--- src/shared/wdt_pkg.sv ---
/*
  package for the watchdog and periodic tick block: register offsets,
  field positions, reset values, service values and timing counts.
  assumes a 32-bit apb slave with word-aligned registers.
*/
`default_nettype none
package wdt_pkg;

  // register byte offsets
  localparam logic [7:0] watchdog_control_off      = 8'h00;
  localparam logic [7:0] watchdog_arm_register_off = 8'h04;
  localparam logic [7:0] periodic_rate_control_off = 8'h08;
  localparam logic [7:0] status_off                = 8'h0c;
  localparam logic [7:0] mask_off                  = 8'h10;
  localparam logic [7:0] state_off                 = 8'h14;

  // watchdog_control fields
  localparam int rate_lsb        = 0;
  localparam int window_bit      = 3;
  localparam int pstop_bit       = 4;
  localparam int ctl_width       = 5;

  // status and mask fields
  localparam int periodic_flag_bit = 0;
  localparam int wd_reset_bit      = 1;
  localparam int stat_width        = 2;

  localparam logic [4:0]  watchdog_control_rst      = 5'h00;
  localparam logic [7:0]  periodic_rate_control_rst = 8'h00;
  localparam logic [1:0]  status_rst                = 2'h0;
  localparam logic [1:0]  mask_rst                  = 2'h0;

  localparam logic [15:0] service_first  = 16'h0055;
  localparam logic [15:0] service_second = 16'h00aa;

  // oscillator gate: one oscillator tick every osc_div_last + 1 mclk cycles
  localparam logic [3:0]  osc_div_last   = 4'h3;

  // watchdog period is 2 ** (wd_base + rate) oscillator ticks
  localparam int wd_base = 7;
  // periodic period is (low nibble + 1) << (bits 6:4 + tick_base)
  localparam int tick_base = 3;

  // length of the system reset pulse in mclk cycles
  localparam logic [3:0]  sysrst_len     = 4'hf;

  typedef struct packed {
    logic       pstop_count;
    logic       window_mode;
    logic [2:0] rate;
  } watchdog_control_t;

  typedef struct packed {
    logic wd_reset;
    logic periodic_flag;
  } status_t;

endpackage : wdt_pkg
`default_nettype wire

--- src/logic/watchdog_and_periodic_tick.sv ---
/*
  watchdog with windowed service and periodic tick timer, apb slave.
  assumes a single 100 mhz mclk; the oscillator clock is modelled as a
  one-cycle enable from a divider; pseudo_stop comes from the power
  controller on the same clock.
*/
// Behaviour
// - watchdog is disabled after reset until software writes its rate
// - enabled watchdog expiring without service starts a system reset
// - watchdog advances on the gated oscillator enable, not every mclk
// - three-bit rate field selects one of seven watchdog periods
// - writing first then second service value restarts the period
// - any other value written to the arm register while the watchdog is enabled resets the part
// - window mode accepts service only in the last quarter of period
// - window mode service before the last quarter resets the part
// - with pseudo-stop count enable the watchdog runs in pseudo-stop
// - tick timer counts gated oscillator ticks at programmed rate
// - tick period end sets periodic flag and restarts automatically
// - tick interrupt only raised when periodic interrupt enable is one
// - any write to periodic rate control restarts the tick period
`timescale 1ns/1ps
`default_nettype none
module watchdog_and_periodic_tick (
  input  wire logic        mclk,
  input  wire logic        resetn,
  input  wire logic        psel,
  input  wire logic        penable,
  input  wire logic        pwrite,
  input  wire logic [7:0]  paddr,
  input  wire logic [31:0] pwdata,
  output logic      [31:0] prdata,
  output logic             pready,
  output logic             pslverr,
  input  wire logic        pseudo_stop,
  output logic             irq,
  output logic             system_reset
);

  typedef enum logic [1:0] {
    arm_idle  = 2'b00,
    arm_first = 2'b01
  } arm_state_t;

  wdt_pkg::watchdog_control_t watchdog_control;
  logic [7:0]                 periodic_rate_control;
  wdt_pkg::status_t           status;
  wdt_pkg::status_t           mask;
  arm_state_t                 arm_state;
  logic [3:0]                 osc_cnt;
  logic                       osc_tick;
  logic [13:0]                wd_cnt;
  logic [17:0]                tick_cnt;
  logic [3:0]                 rst_cnt;

  logic        access;
  logic        wr;
  logic        mapped;
  logic        wd_enabled;
  logic [13:0] wd_last;
  logic        wd_expire;
  logic        in_window;
  logic        arm_wr;
  logic        svc_bad;
  logic        svc_done;
  logic [17:0] tick_last;
  logic        tick_end;
  logic        tick_run;
  logic        trip;

  function automatic logic [13:0] wd_period_last(input logic [2:0] rate);
    wd_period_last = 14'((32'd1 << (wdt_pkg::wd_base + 32'(rate))) - 1);
  endfunction : wd_period_last

  function automatic logic [17:0] tick_period_last(input logic [7:0] r);
    tick_period_last = 18'(((32'(r[3:0]) + 1)
                        << (32'(r[6:4]) + wdt_pkg::tick_base)) - 1);
  endfunction : tick_period_last

  assign access = psel & penable;
  assign wr     = access & pwrite;
  assign pready = 1'b1;
  assign mapped = paddr inside {wdt_pkg::watchdog_control_off,
                                wdt_pkg::watchdog_arm_register_off,
                                wdt_pkg::periodic_rate_control_off,
                                wdt_pkg::status_off, wdt_pkg::mask_off,
                                wdt_pkg::state_off};
  assign pslverr = access & ~mapped;

  // oscillator gate: shared enable for both timers
  always_ff @(posedge mclk or negedge resetn) begin
    if (!resetn) begin
      osc_cnt <= 4'h0;
    end else if (osc_cnt == wdt_pkg::osc_div_last) begin
      osc_cnt <= 4'h0;
    end else begin
      osc_cnt <= osc_cnt + 4'h1;
    end
  end
  assign osc_tick = (osc_cnt == wdt_pkg::osc_div_last);

  always_ff @(posedge mclk or negedge resetn) begin
    if (!resetn) begin
      watchdog_control <= wdt_pkg::watchdog_control_rst;
    end else if (wr && paddr == wdt_pkg::watchdog_control_off) begin
      watchdog_control <= pwdata[wdt_pkg::ctl_width-1:0];
    end
  end

  always_ff @(posedge mclk or negedge resetn) begin
    if (!resetn) begin
      mask <= wdt_pkg::mask_rst;
    end else if (wr && paddr == wdt_pkg::mask_off) begin
      mask <= pwdata[wdt_pkg::stat_width-1:0];
    end
  end

  always_ff @(posedge mclk or negedge resetn) begin
    if (!resetn) begin
      periodic_rate_control <= wdt_pkg::periodic_rate_control_rst;
    end else if (wr && paddr == wdt_pkg::periodic_rate_control_off) begin
      periodic_rate_control <= pwdata[7:0];
    end
  end

  // watchdog
  assign wd_enabled = watchdog_control.rate != 3'h0;
  assign wd_last    = wd_period_last(watchdog_control.rate);
  assign wd_expire  = wd_enabled && osc_tick && wd_cnt == wd_last
                      && (!pseudo_stop || watchdog_control.pstop_count);
  // last quarter starts at three quarters of the period
  assign in_window  = wd_cnt >= (wd_last - (wd_last >> 2));
  assign arm_wr     = wr && paddr == wdt_pkg::watchdog_arm_register_off
                      && wd_enabled;

  always_comb begin
    svc_bad  = 1'b0;
    svc_done = 1'b0;
    if (arm_wr) begin
      if (pwdata[15:0] != wdt_pkg::service_first
          && pwdata[15:0] != wdt_pkg::service_second) begin
        svc_bad = 1'b1;
      end else if (watchdog_control.window_mode && !in_window) begin
        svc_bad = 1'b1;
      end else if (pwdata[15:0] == wdt_pkg::service_second
                   && arm_state == arm_first) begin
        svc_done = 1'b1;
      end
    end
  end

  always_ff @(posedge mclk or negedge resetn) begin
    if (!resetn) begin
      arm_state <= arm_idle;
    end else if (!wd_enabled || svc_done) begin
      arm_state <= arm_idle;
    end else if (arm_wr && pwdata[15:0] == wdt_pkg::service_first) begin
      arm_state <= arm_first;
    end
  end

  always_ff @(posedge mclk or negedge resetn) begin
    if (!resetn) begin
      wd_cnt <= 14'h0;
    end else if (!wd_enabled || svc_done || trip) begin
      wd_cnt <= 14'h0;
    end else if (osc_tick
                 && (!pseudo_stop || watchdog_control.pstop_count)) begin
      wd_cnt <= wd_cnt + 14'h1;
    end
  end

  assign trip = wd_expire | svc_bad;

  // system reset pulse; a real chip would reset this block as well
  always_ff @(posedge mclk or negedge resetn) begin
    if (!resetn) begin
      rst_cnt <= 4'h0;
    end else if (trip) begin
      rst_cnt <= wdt_pkg::sysrst_len;
    end else if (rst_cnt != 4'h0) begin
      rst_cnt <= rst_cnt - 4'h1;
    end
  end

  always_ff @(posedge mclk or negedge resetn) begin
    if (!resetn) begin
      system_reset <= 1'b0;
    end else begin
      system_reset <= trip || rst_cnt > 4'h1;
    end
  end

  // periodic tick
  assign tick_run  = periodic_rate_control[6:4] != 3'h0;
  assign tick_last = tick_period_last(periodic_rate_control);
  assign tick_end  = tick_run && osc_tick && tick_cnt >= tick_last;

  always_ff @(posedge mclk or negedge resetn) begin
    if (!resetn) begin
      tick_cnt <= 18'h0;
    end else if (wr && paddr == wdt_pkg::periodic_rate_control_off) begin
      tick_cnt <= 18'h0;
    end else if (!tick_run || tick_end) begin
      tick_cnt <= 18'h0;
    end else if (osc_tick) begin
      tick_cnt <= tick_cnt + 18'h1;
    end
  end

  // sticky status; a set in the same cycle as its clear wins
  always_ff @(posedge mclk or negedge resetn) begin
    if (!resetn) begin
      status <= wdt_pkg::status_rst;
    end else begin
      if (tick_end) begin
        status.periodic_flag <= 1'b1;
      end else if (wr && paddr == wdt_pkg::status_off
                   && pwdata[wdt_pkg::periodic_flag_bit]) begin
        status.periodic_flag <= 1'b0;
      end
      if (trip) begin
        status.wd_reset <= 1'b1;
      end else if (wr && paddr == wdt_pkg::status_off
                   && pwdata[wdt_pkg::wd_reset_bit]) begin
        status.wd_reset <= 1'b0;
      end
    end
  end

  always_ff @(posedge mclk or negedge resetn) begin
    if (!resetn) begin
      irq <= 1'b0;
    end else begin
      irq <= |(status & mask);
    end
  end

  always_ff @(posedge mclk or negedge resetn) begin
    if (!resetn) begin
      prdata <= 32'h0000_0000;
    end else if (psel && !penable && !pwrite) begin
      case (paddr)
        wdt_pkg::watchdog_control_off:
          prdata <= {27'h000_0000, watchdog_control};
        wdt_pkg::periodic_rate_control_off:
          prdata <= {24'h00_0000, periodic_rate_control};
        wdt_pkg::status_off: prdata <= {30'h0000_0000, status};
        wdt_pkg::mask_off:   prdata <= {30'h0000_0000, mask};
        wdt_pkg::state_off:
          prdata <= {17'h0_0000, arm_state == arm_first, wd_cnt};
        default:             prdata <= 32'h0000_0000;
      endcase
    end
  end

endmodule : watchdog_and_periodic_tick
`default_nettype wire

--- config.mk ---
export PLATFORM = sky130hd
export DESIGN_NAME = watchdog_and_periodic_tick
export DESIGN_NICKNAME = d
export VERILOG_FILES = /design/src/shared/wdt_pkg.sv /design/src/logic/watchdog_and_periodic_tick.sv
export SDC_FILE = /design/constraint.sdc
export NUM_CORES = 1
export LEC_CHECK = 0
export ABC_AREA = 1
export BUFFER_PORTS_ARGS = -buffer_cell sky130_fd_sc_hd__buf_2
export CAP_MARGIN = 10
export CORE_MARGIN = 2
export CORE_UTILIZATION = 60
export CTS_BUF_LIST = sky130_fd_sc_hd__clkbuf_16
export DETAILED_ROUTE_END_ITERATION = 10
export PLACE_DENSITY = 0.91
export SETUP_SLACK_MARGIN = 0.1
export SLEW_MARGIN = 20
export SYNTH_ARGS = -nofsm -noshare
export SYNTH_HDL_FRONTEND = slang
export SYNTH_SLANG_ARGS = --single-unit
--- constraint.sdc ---
create_clock -name mclk -period 4.3 [get_ports mclk]
set_clock_uncertainty 0.15 [all_clocks]
set_input_delay 0.43 -clock mclk [delete_from_list [all_inputs] [get_ports mclk]]
set_output_delay 0.43 -clock mclk [all_outputs]
set_load 0.01 [all_outputs]
# Word-level counts from Yosys, hierarchy flattened
# Index checks and enable logic that the tools add are counted.
# op_classes
n_addsub,10
magnitude_cmp,3
eq_ne,12
shift,2
mux,22
bitwise_logic,6
n_reduce_logical,43
# op_table
operator,n
$pmux 15 s5,1
$mux 18,3
$mux 14,2
$logic_and 1x1->1,20
$add 18x1->18 const B,1
$ge 18x18->1,1
$shl 5x4->18,1
$sub 18x1->18 const B,1
$eq 16x7->1 const B,1
$eq 16x8->1 const B,1
$eq 8x4->1 const B,2
$eq 8x5->1 const B,2
$ne 16x7->1 const B,1
$ne 16x8->1 const B,1
$add 14x1->14 const B,1
$eq 14x14->1,1
$ge 14x14->1,1
$shl 1x4->14 const A,1
$sub 14x1->14 const B,1
$sub 14x12->14,1
$mux 4,3
$mux 1,11
$reduce_bool 2->1,5
$reduce_bool 3->1,3
other kinds (20),32
# totals
ff_bits,93
in_bits,46
out_inout_bits,36
elab_cells,114

# Depth between registers and ports, before layout
# Gate-level depths: netlist of the first run.
# logic_depth
ltp_word,13
depth_mapped,26
mapped_depth_nobuf,25

# Worst setup path before layout of the first run
# No wires, ideal clock.
# synth_timing
kind,register to register
startpoint,register periodic_rate_control[4]
endpoint,register tick_cnt[11]
setup_ns,0.128
t_arrival_ns,3.380
required_ns,4.022
path_slack_ns,0.642
stages_incl_launch_ff,25
n_path_buf,3
synth_period_minus_slack_ns,3.658
path_cell_list,dfrtp_1 -> buf_6 -> inv_4 -> ha_1 -> ha_1 -> buf_2 -> nor2_1 -> nand2_1 -> ha_1 -> nand2_1 -> inv_2 -> nand2_1 -> nor3_4 -> nand2_1 -> nand2_1 -> nand2_1 -> ha_1 -> nand2_1 -> nor4_1 -> nand3_1 -> nand4_1 -> nand3_1 -> nand2_1 -> buf_2 -> o21ai_0
# synth_between
elab_chain_cells,8
word_cells_on_any_way,12
classes_between,add/sub (2); order compare (1); shift (1); mux (2); reduce/logical (6)
# synth_lines
element,line_no,text
from (decl),watchdog_and_periodic_tick.sv:45,logic [7:0] periodic_rate_control;
from (signal assigned),watchdog_and_periodic_tick.sv:119,periodic_rate_control <= wdt_pkg::periodic_rate_control_rst;
from (signal assigned),watchdog_and_periodic_tick.sv:121,periodic_rate_control <= pwdata[7:0];
$add 3x2->4,watchdog_and_periodic_tick.sv:76,<< (32'(r[6:4]) + wdt_pkg::tick_base)) - 1);
$shl 5x4->18,watchdog_and_periodic_tick.sv:75,tick_period_last = 18'(((32'(r[3:0]) + 1)
$sub 18x1->18,watchdog_and_periodic_tick.sv:76,
$ge 18x18->1,watchdog_and_periodic_tick.sv:196,assign tick_end = tick_run && osc_tick && tick_cnt >= tick_last;
$logic_and 1x1->1,watchdog_and_periodic_tick.sv:196,
$logic_or 1x1->1 *,watchdog_and_periodic_tick.sv:203,end else if (!tick_run || tick_end) begin
$mux 18,watchdog_and_periodic_tick.sv:203,
$mux 18,watchdog_and_periodic_tick.sv:201,end else if (wr && paddr == wdt_pkg::periodic_rate_control_off) begin
to (signal assigned),watchdog_and_periodic_tick.sv:206,tick_cnt <= tick_cnt + 18'h1;
to (decl),watchdog_and_periodic_tick.sv:52,logic [17:0] tick_cnt;
# Every way passes the cells marked *; elsewhere a longest branch is shown, timed or not.
# A chain may end at the register's enable or synchronous reset.

# Final worst setup path of the first run
# layout_timing
startpoint,register watchdog_control[1] (netlist name)
endpoint,register wd_cnt[11]
# layout_between
elab_chain_cells,13
word_cells_on_any_way,25
classes_between,add/sub (3); order compare (1); eq/ne (1); shift (1); mux (7); bitwise (1); reduce/logical (11)
# layout_lines
element,line_no,text
from (decl),watchdog_and_periodic_tick.sv:44,wdt_pkg::watchdog_control_t watchdog_control;
from (signal assigned),watchdog_and_periodic_tick.sv:103,watchdog_control <= wdt_pkg::watchdog_control_rst;
from (signal assigned),watchdog_and_periodic_tick.sv:105,watchdog_control <= pwdata[wdt_pkg::ctl_width-1:0];
$add 3x3->4,watchdog_and_periodic_tick.sv:71,wd_period_last = 14'((32'd1 << (wdt_pkg::wd_base + 32'(rate))) - 1);
$shl 1x4->14,watchdog_and_periodic_tick.sv:71,
$sub 14x1->14,watchdog_and_periodic_tick.sv:71,
$sub 14x12->14,watchdog_and_periodic_tick.sv:131,assign in_window = wd_cnt >= (wd_last - (wd_last >> 2));
$ge 14x14->1,watchdog_and_periodic_tick.sv:131,
$logic_not 1->1,watchdog_and_periodic_tick.sv:142,end else if (watchdog_control.window_mode && !in_window) begin
$logic_and 1x1->1,watchdog_and_periodic_tick.sv:142,
$mux 1,watchdog_and_periodic_tick.sv:142,
$mux 1,watchdog_and_periodic_tick.sv:139,if (pwdata[15:0] != wdt_pkg::service_first
$mux 1,watchdog_and_periodic_tick.sv:138,if (arm_wr) begin
$or 1x1->1 / $logic_or 1x1->1 (equally long branches),"watchdog_and_periodic_tick.sv:172, watchdog_and_periodic_tick.sv:164",
$logic_or 1x1->1 *,watchdog_and_periodic_tick.sv:164,end else if (!wd_enabled || svc_done || trip) begin
$mux 14 / $reduce_bool 2->1 (equally long branches),--,
to (signal assigned),watchdog_and_periodic_tick.sv:168,wd_cnt <= wd_cnt + 14'h1;
to (decl),watchdog_and_periodic_tick.sv:51,logic [13:0] wd_cnt;
# Marked as above.

==> results of run 1 <==
-- area by class of cell --
| cell class | instances | area [um^2] |
|---|---|---|
| tap | 140 | 175 |
| fill | 867 | 3470 |
| clock buffer | 9 | 225 |
| timing repair buffer | 62 | 363 |
| sequential | 75 | 1880 |
| clock inverter | 7 | 82.6 |
| multi-input combinational | 728 | 4290 |
| inverter | 128 | 492 |
-- logic make-up (layout without fill, tap and decap cells) --
group           after synthesis  count (layout)  share of synthesized area
buf+inv                     166             206                      0.112
mux                           3               3                    0.00441
flops                        75              75                      0.275
other cells                   2              23                    0.00110
compound gates              138             138                      0.116
simple gates                475             476                      0.349
xor+xnor                     36              36                     0.0463
fa+ha+maj                    52              52                     0.0966
-- per-stage QoR --
stage | setup slack, ps | area, um^2 | hold slack [ps] | total power, uW
3_3_place_gp | 399 | 7130 | 300 | 1160
3_5_place_dp | 284 | 7130 | 313 | 1170
6_report | 337 | 7510 | 83.5 | 1980
5_1_grt | 62.6 | 7510 | 182 | 2070
2_1_floorplan | 642 | 6890 | -15.6 | 1080
4_1_cts | 272 | 7440 | 128 | 1960
-- cells in the final DEF (no fill, tap or decap), drive strengths merged --
cell type  count
nand2        238
inv          129
nand3         76
dfrtp         75
o21ai         69
nor2          68
buf           62
ha            51
nor3          41
a21oi         38
xor2          33
nand4         32
conb          23
nor4          11
clkbuf         9
o31ai          8
nand3b         7
o22ai          7
o211ai         6
xnor2          3
o2111ai        3
mux2i          3
or2            3
clkinv         3
a31oi          2
clkinvlp       2
a211oi         2
a31o           2
o21bai         1
fa             1
bufinv         1
-- flip-flops by register name (all words and copies together), names as in the netlist, 2 cells and up --
| signal | flops |
|---|---|
| tick_cnt | 18 |
| osc_cnt | 4 |
| watchdog_control | 5 |
| status | 2 |
| prdata | 15 |
| rst_cnt | 4 |
| mask | 2 |
| periodic_rate_control | 8 |
| wd_cnt | 14 |
-- power by group --
| group | internal (uW) | leakage (uW) | total (uW) | switching [uW] |
|---|---|---|---|---|
| Clock | 461 | 0.000150 | 792 | 332 |
| Combinational | 148 | 0.00268 | 412 | 264 |
| Sequential | 742 | 0.000978 | 777 | 34.6 |
| Total | 1350 | 0.00380 | 1980 | 630 |
-- worst reg2reg max path: cells and delay by family, from the launching register on --
kind / cells / cell delay (ps)
AO/OA/AOI/OAI: 2 / 430
XOR/XNOR: 1 / 190
adder cells (fa/ha/maj): 2 / 630
buffers and inverters: 3 / 140
flip-flops: 1 / 490
AND/OR/NAND/NOR: 15 / 1820
-- routing by layer --
layer  track usage  vias to the layer above  wire length, um
met5             0                        -                0
met4        0.0792                        0              296
met3        0.0335                       36             1360
met2         0.463                      328             7950
met1         0.387                     3043             7400
li1              -                     3232                -
-- final timing paths --
path | endpoint | startpoint
min reg2reg | osc_cnt[0] | osc_cnt[0]
max in group asynchronous | watchdog_control[0] | resetn
min in group mclk | periodic_rate_control[3] | pwdata[3]
max | wd_cnt[11] | watchdog_control[1]
min | status[1] | resetn
max reg2reg | wd_cnt[11] | watchdog_control[1]
-- what timing repair did --
item / 4_1_cts / 5_1_grt
resized for setup: 0 / 10
buffers inserted: 0 / 3
endpoints found under the setup margin: 0 / 31
==> key figures, run 1 <==
Synth
  • Ranking of synthesized cells by area: sky130_fd_sc_hd__dfrtp_1, sky130_fd_sc_hd__nand2_1, sky130_fd_sc_hd__ha_1
  • Mean instance size in the synthesized netlist: 7.20 um^2
  • Most used standard cells in the synthesized netlist: sky130_fd_sc_hd__nand2_1, sky130_fd_sc_hd__inv_1, sky130_fd_sc_hd__dfrtp_1, sky130_fd_sc_hd__nand3_1, sky130_fd_sc_hd__o21ai_0
  • Cell variety after synth: 51
  • Number of standard cells after synthesis: 947
  • Fraction of synthesis flops using an asynchronous set or reset pin: 1.00
  • Post-synthesis instance area: 0.00681 mm^2
  • Number of synthesized flops with an enable pin: 0
  • Top-count cell post-synth: sky130_fd_sc_hd__nand2_1
  • Flop and latch count out of synthesis: 75
  • Sequential element share of the synthesized area: 0.275
  • Portion of synthesized cell area occupied by the leading cell type: 0.275
  • Primary flip-flop cell chosen by synthesis mapping: sky130_fd_sc_hd__dfrtp_1
  • Number of warning messages in the yosys log: 0
  • Top cell type by total area after synthesis: sky130_fd_sc_hd__dfrtp_1

Floorplanning
  • Die Ht: 111 um
  • Die X: 111 um
  • Die area: 0.0122 mm^2
  • Core box area: 0.0110 mm^2
  • Effective utilization at floorplan: 0.620
  • Site row count: 38
  • I/O Pins: 82

Power
  • Pwr/cell area: 264 mW/mm^2
  • Total leakage power: 0.00380 uW
  • Maximum ir drop on the vdd rail: 252 uV

Final layout
  • Layout cells sized above 1: 0.158
  • Antenna fix cells: 0
  • Number of cells in the finished layout apart from fillers: 1149
  • Area added between synthesis and finish: 10.2%
  • Final core occ: 0.684
  • Final Net Count: 1102

Setup path
  • Stages on the worst setup path: 23
  • Cell-by-cell trace of the critical path: nand2_2 -> nand2_2 -> nand2_1 -> nand2_1 -> nand2_1 -> inv_1 -> ha_1 -> nand2_1 -> nor3_1 -> nand3b_1 -> nand3b_1 -> xor2_1 -> ha_1 -> nand2_1 -> inv_1 -> nand3_1 -> inv_1 -> a21oi_1 -> nand4_1 -> o21ai_0 -> nand2_2 -> nand2_4 -> nor3_1
  • Number of buffers and inverters on the critical path: 3
  • Setup slack, reg-to-reg: 340 ps
  • Kind of cell adding the most delay to the critical path: simple AND/OR/NAND/NOR gates
  • Startpoint Class: register
  • Critical path's largest stage delay: 490 ps
  • Data required time at the worst endpoint: 4370 ps
  • Critical path's most frequent cell: sky130_fd_sc_hd__nand2_1
  • Critical path capture point type: register
  • R2R depth: 23
  • Arrival time of the worst setup path: 4030 ps
  • Slowest CP cell: sky130_fd_sc_hd__dfrtp_2
  • Type of the worst setup path: reg -> reg
  • Biggest fanout along the worst timing path: 8

Clock network
  • Clock insertion delay at the later pin of the skew report: 340 ps
  • Clock tree buffer depth: 2
  • Clock Root Buffer: sky130_fd_sc_hd__clkbuf_16
  • Number of hold buffers added after cts: 0
  • Clk pin slew, worst setup/hold paths: 60 ps
  • Number of buffers inserted during clock tree synthesis: 9
  • Clock tree from TritonCTS: done
  • H-tree Lvls: 3
  • Sinks on the clock net: 75

Routing
  • Post-detailed-route DRC marker count: 0
  • Total vias in the final route: 6639
  • Number of antenna-violating nets in the routed design: 0
  • Drt wl/cell: 14.8 um
  • First-pass iteration count of the detailed router: 5
  • Via density per instance: 5.78
  • Routed wire length: 17000 um
  • DRC marker count from the first detailed-route iteration: 499

STA
  • Max Slew Vio Count: 0
  • Hold violation count in the final report: 0
  • Max Clk Rate: 252 MHz
  • Clock period minus final worst setup slack: 3960 ps
  • Setup Total Neg Slack: 0 ps
  • Final setup violation count: 0
  • Pin slew with the least headroom to its limit: 961 ps
  • RSZ-0062 raised after global routing: false
  • Slew Limit Headroom: 0.359
  • Final worst path period share: 0.922

Global route
  • Initial antenna violation count: 0
  • Total Routing Usage GR: 0.279
  • Maximum number of pins on one net before global-route repair: 76
  • Wire length of the first global-routing pass: 28700 um
  • Via count of the first global-routing pass: 6096
  • Total overflow reported by the global router: 0

Placed design
  • Port Buffers: 47
  • Placed cells: 1129
  • RePlAce Congestion: 0.947
  • Detailed placer's ending HPWL: 12500 um

Outcome
  • Outcome: finished clean

Job
  • Number of max-cap violations: 0

Min path
  • HP Class: in -> async
Power figures use the tool's default switching activity.
==> inputs of run 2 (changes only) <==
--- a/config.mk
+++ b/config.mk
@@ -12,7 +12,7 @@
 export CORE_UTILIZATION = 60
 export CTS_BUF_LIST = sky130_fd_sc_hd__clkbuf_16
 export DETAILED_ROUTE_END_ITERATION = 10
-export PLACE_DENSITY = 0.91
+export PLACE_DENSITY = 0.82
 export SETUP_SLACK_MARGIN = 0.1
 export SLEW_MARGIN = 20
 export SYNTH_ARGS = -nofsm -noshare
==> key figures, run 2 (synthesis gave the netlist of run 1 again) <==
Final layout
  • Antenna fix cells: 0 (unchanged)
  • Leading cell types in the layout, fill and taps excluded: sky130_fd_sc_hd__nand2_1, sky130_fd_sc_hd__inv_1, sky130_fd_sc_hd__dfrtp_1
  • Max FFs per register: 18 (unchanged)
  • Largest Register: tick_cnt
  • Registers with the most flip-flops: tick_cnt (18), prdata (15), wd_cnt (14)
  • Area added between synthesis and finish: 9.75%
  • Post-route cell area: 0.00748 mm^2 (-0.40%)
  • Most frequent standard cell in the layout excluding fill and tap cells: sky130_fd_sc_hd__nand2_1
  • Final Net Count: 1101 (-0.091%)
  • Layout cells sized above 1: 0.157 (-0.000836)
  • Number of inserted filler cells in the final layout: 971 (+12%)

Setup path
  • Startpoint Class: register
  • Critical path capture point type: register
  • Setup slack, reg-to-reg: 430 ps (+90 ps)
  • Reg2Reg Capture Point: tick_cnt[3]
  • Data required time at the worst endpoint: 4360 ps (about the same)
  • Startpoint of the most critical setup path: periodic_rate_control[4]
  • Launching point of the worst reg2reg path: periodic_rate_control[4]
  • Critical path's most frequent cell: sky130_fd_sc_hd__nand2_1
  • Stages on the worst setup path: 22 (-4.3%)
  • Critical path's largest stage delay: 460 ps (-30 ps)
  • Slowest CP cell: sky130_fd_sc_hd__dfrtp_2
  • Arrival time of the worst setup path: 3930 ps (-100 ps)
  • Critical path endpoint: tick_cnt[3]
  • Number of buffers and inverters on the critical path: 3 (unchanged)
  • R2R depth: 22 (-4.3%)
  • Biggest fanout along the worst timing path: 16 (+8)
  • Cell-by-cell trace of the critical path: inv_4 -> ha_1 -> ha_1 -> nor2_1 -> nand2_1 -> ha_1 -> nand2_1 -> inv_2 -> nand2_1 -> nor3_4 -> nand2_1 -> nand2_1 -> nand2_1 -> ha_1 -> nand2_1 -> nor4_2 -> nand3_1 -> nand4_1 -> nand3_1 -> nand2_1 -> buf_12 -> o21ai_0
  • Kind of cell adding the most delay to the critical path: simple AND/OR/NAND/NOR gates
  • Type of the worst setup path: reg -> reg

Routing
  • Total vias in the final route: 6517 (-1.8%)
  • Routed wire length: 16700 um (-1.6%)
  • Via density per instance: 5.68 (-1.8%)
  • Number of antenna-violating nets in the routed design: 0 (unchanged)
  • Drt wl/cell: 14.6 um (-1.6%)
  • First-pass iteration count of the detailed router: 5 (unchanged)
  • Post-detailed-route DRC marker count: 0 (unchanged)
  • DRC marker count from the first detailed-route iteration: 488 (-2.2%)

Clock network
  • Sinks on the clock net: 75 (unchanged)
  • H-tree Lvls: 3 (unchanged)
  • Clock tree from TritonCTS: done
  • Number of buffers inserted during clock tree synthesis: 9 (unchanged)
  • Clk pin slew, worst setup/hold paths: 60 ps (about the same)
  • Clock insertion delay at the later pin of the skew report: 340 ps (about the same)
  • Clock Root Buffer: sky130_fd_sc_hd__clkbuf_16
  • Clock tree buffer depth: 2 (unchanged)
  • Number of hold buffers added after cts: 0 (unchanged)

Placed design
  • RePlAce Congestion: 0.933 (-1.4%)
  • Detailed placer's ending HPWL: 12700 um (+1.6%)
  • Placed instance area: 0.00713 mm^2 (-0.11%)
  • Port Buffers: 47 (unchanged)

Floorplanning
  • Effective utilization at floorplan: 0.620 (unchanged)
  • Die Ht: 111 um (unchanged)
  • Die area: 0.0122 mm^2 (unchanged)
  • Core box area: 0.0110 mm^2 (unchanged)
  • I/O Pins: 82 (unchanged)
  • Site row count: 38 (unchanged)
  • Die X: 111 um (unchanged)

Power
  • Total leakage power: 0.00380 uW (-0.20%)
  • Sum of internal, switching and leakage power: 1930 uW (-2.6%)
  • Pwr/cell area: 258 mW/mm^2 (-2.2%)
  • Maximum ir drop on the vdd rail: 221 uV (-12%)

STA
  • Max Clk Rate: 258 MHz (+2.3%)
  • Hold violation count in the final report: 0 (unchanged)
  • Final setup violation count: 0 (unchanged)
  • Slew Limit Headroom: 0.361 (+0.00158)
  • Clock period minus final worst setup slack: 3870 ps (-90.5 ps)
  • Final worst path period share: 0.901 (-0.0211)
  • Pin slew with the least headroom to its limit: 959 ps (-2.37 ps)
  • RSZ-0062 raised after global routing: true
  • Max Slew Vio Count: 0 (unchanged)
  • Setup Total Neg Slack: 0 ps (unchanged)
  • Worst hold slack: 82.2 ps (-1.31 ps)

Min path
  • HP Class: in -> async

Global route
  • Via count of the first global-routing pass: 6033 (-1.0%)
  • Total overflow reported by the global router: 0 (unchanged)
  • Total Routing Usage GR: 0.275 (-0.00449)
  • Wire length of the first global-routing pass: 28100 um (-1.8%)
  • Initial antenna violation count: 0 (unchanged)
  • Maximum number of pins on one net before global-route repair: 76 (unchanged)

Job
  • Number of max-cap violations: 0 (unchanged)

Outcome
  • Outcome: finished clean
==> run 2: through the flow <==
step,utilization,setup WS [ps],instances
after global routing,0.681,84.8,1148
after global placement,0.649,320,1128
after CTS,0.676,252,1144
final,0.681,428,1148
after detailed placement,0.649,279,1128
after floorplan,-,642,968
==> run 2: routing by layer <==
metal / vias to the layer above / routed length, um / GRT usage
met5: - / 0 / 0
met2: 241 / 7620 / 0.437
met3: 26 / 1150 / 0.0445
li1: 3240 / - / -
met4: 0 / 279 / 0.0792
met1: 3010 / 7680 / 0.389
==> run 2: cell type report <==
class	instances	area (um^2)	area share
multi-input cells	728	4280	0.573
flip-flops and latches	75	1880	0.251
inverters	128	488	0.0653
repair buffers	61	355	0.0475
clock buffers	9	225	0.0301
well taps	140	175	0.0234
clock inverters	7	70.1	0.00937
==> run 2: worst reg2reg max path, cell delays in order, from the launching register on <==
cell and delay, ps:
sky130_fd_sc_hd__dfrtp_2 460, sky130_fd_sc_hd__inv_4 50, sky130_fd_sc_hd__ha_1 200, sky130_fd_sc_hd__ha_1 360, sky130_fd_sc_hd__nor2_1 80, sky130_fd_sc_hd__nand2_1 130, sky130_fd_sc_hd__ha_1 180, sky130_fd_sc_hd__nand2_1 70
sky130_fd_sc_hd__inv_2 70, sky130_fd_sc_hd__nand2_1 100, sky130_fd_sc_hd__nor3_4 270, sky130_fd_sc_hd__nand2_1 80, sky130_fd_sc_hd__nand2_1 50, sky130_fd_sc_hd__nand2_1 60, sky130_fd_sc_hd__ha_1 280, sky130_fd_sc_hd__nand2_1 100
sky130_fd_sc_hd__nor4_2 320, sky130_fd_sc_hd__nand3_1 100, sky130_fd_sc_hd__nand4_1 150, sky130_fd_sc_hd__nand3_1 120, sky130_fd_sc_hd__nand2_1 120, sky130_fd_sc_hd__buf_12 140, sky130_fd_sc_hd__o21ai_0 90
==> run 2: power breakdown <==
group          switching, uW  internal [uW]
clock network            304            448
logic                    254            146
registers               35.4            742
total                    593           1340
==> run 2: worst min path at each step <==
stage	from	end	cells after the start
CTS	resetn	mask[1]	1
detailed placement	prdata[6]	prdata[6]	2
finish	resetn	mask[1]	1
floorplan	resetn	arm_state[0]	0
global route	resetn	irq	1
global placement	osc_cnt[0]	osc_cnt[0]	1
==> run 2: what timing repair did <==
item                                    CTS  global route
buffers inserted                          0             3
resized for setup                         0            10
endpoints found under the setup margin    0            33
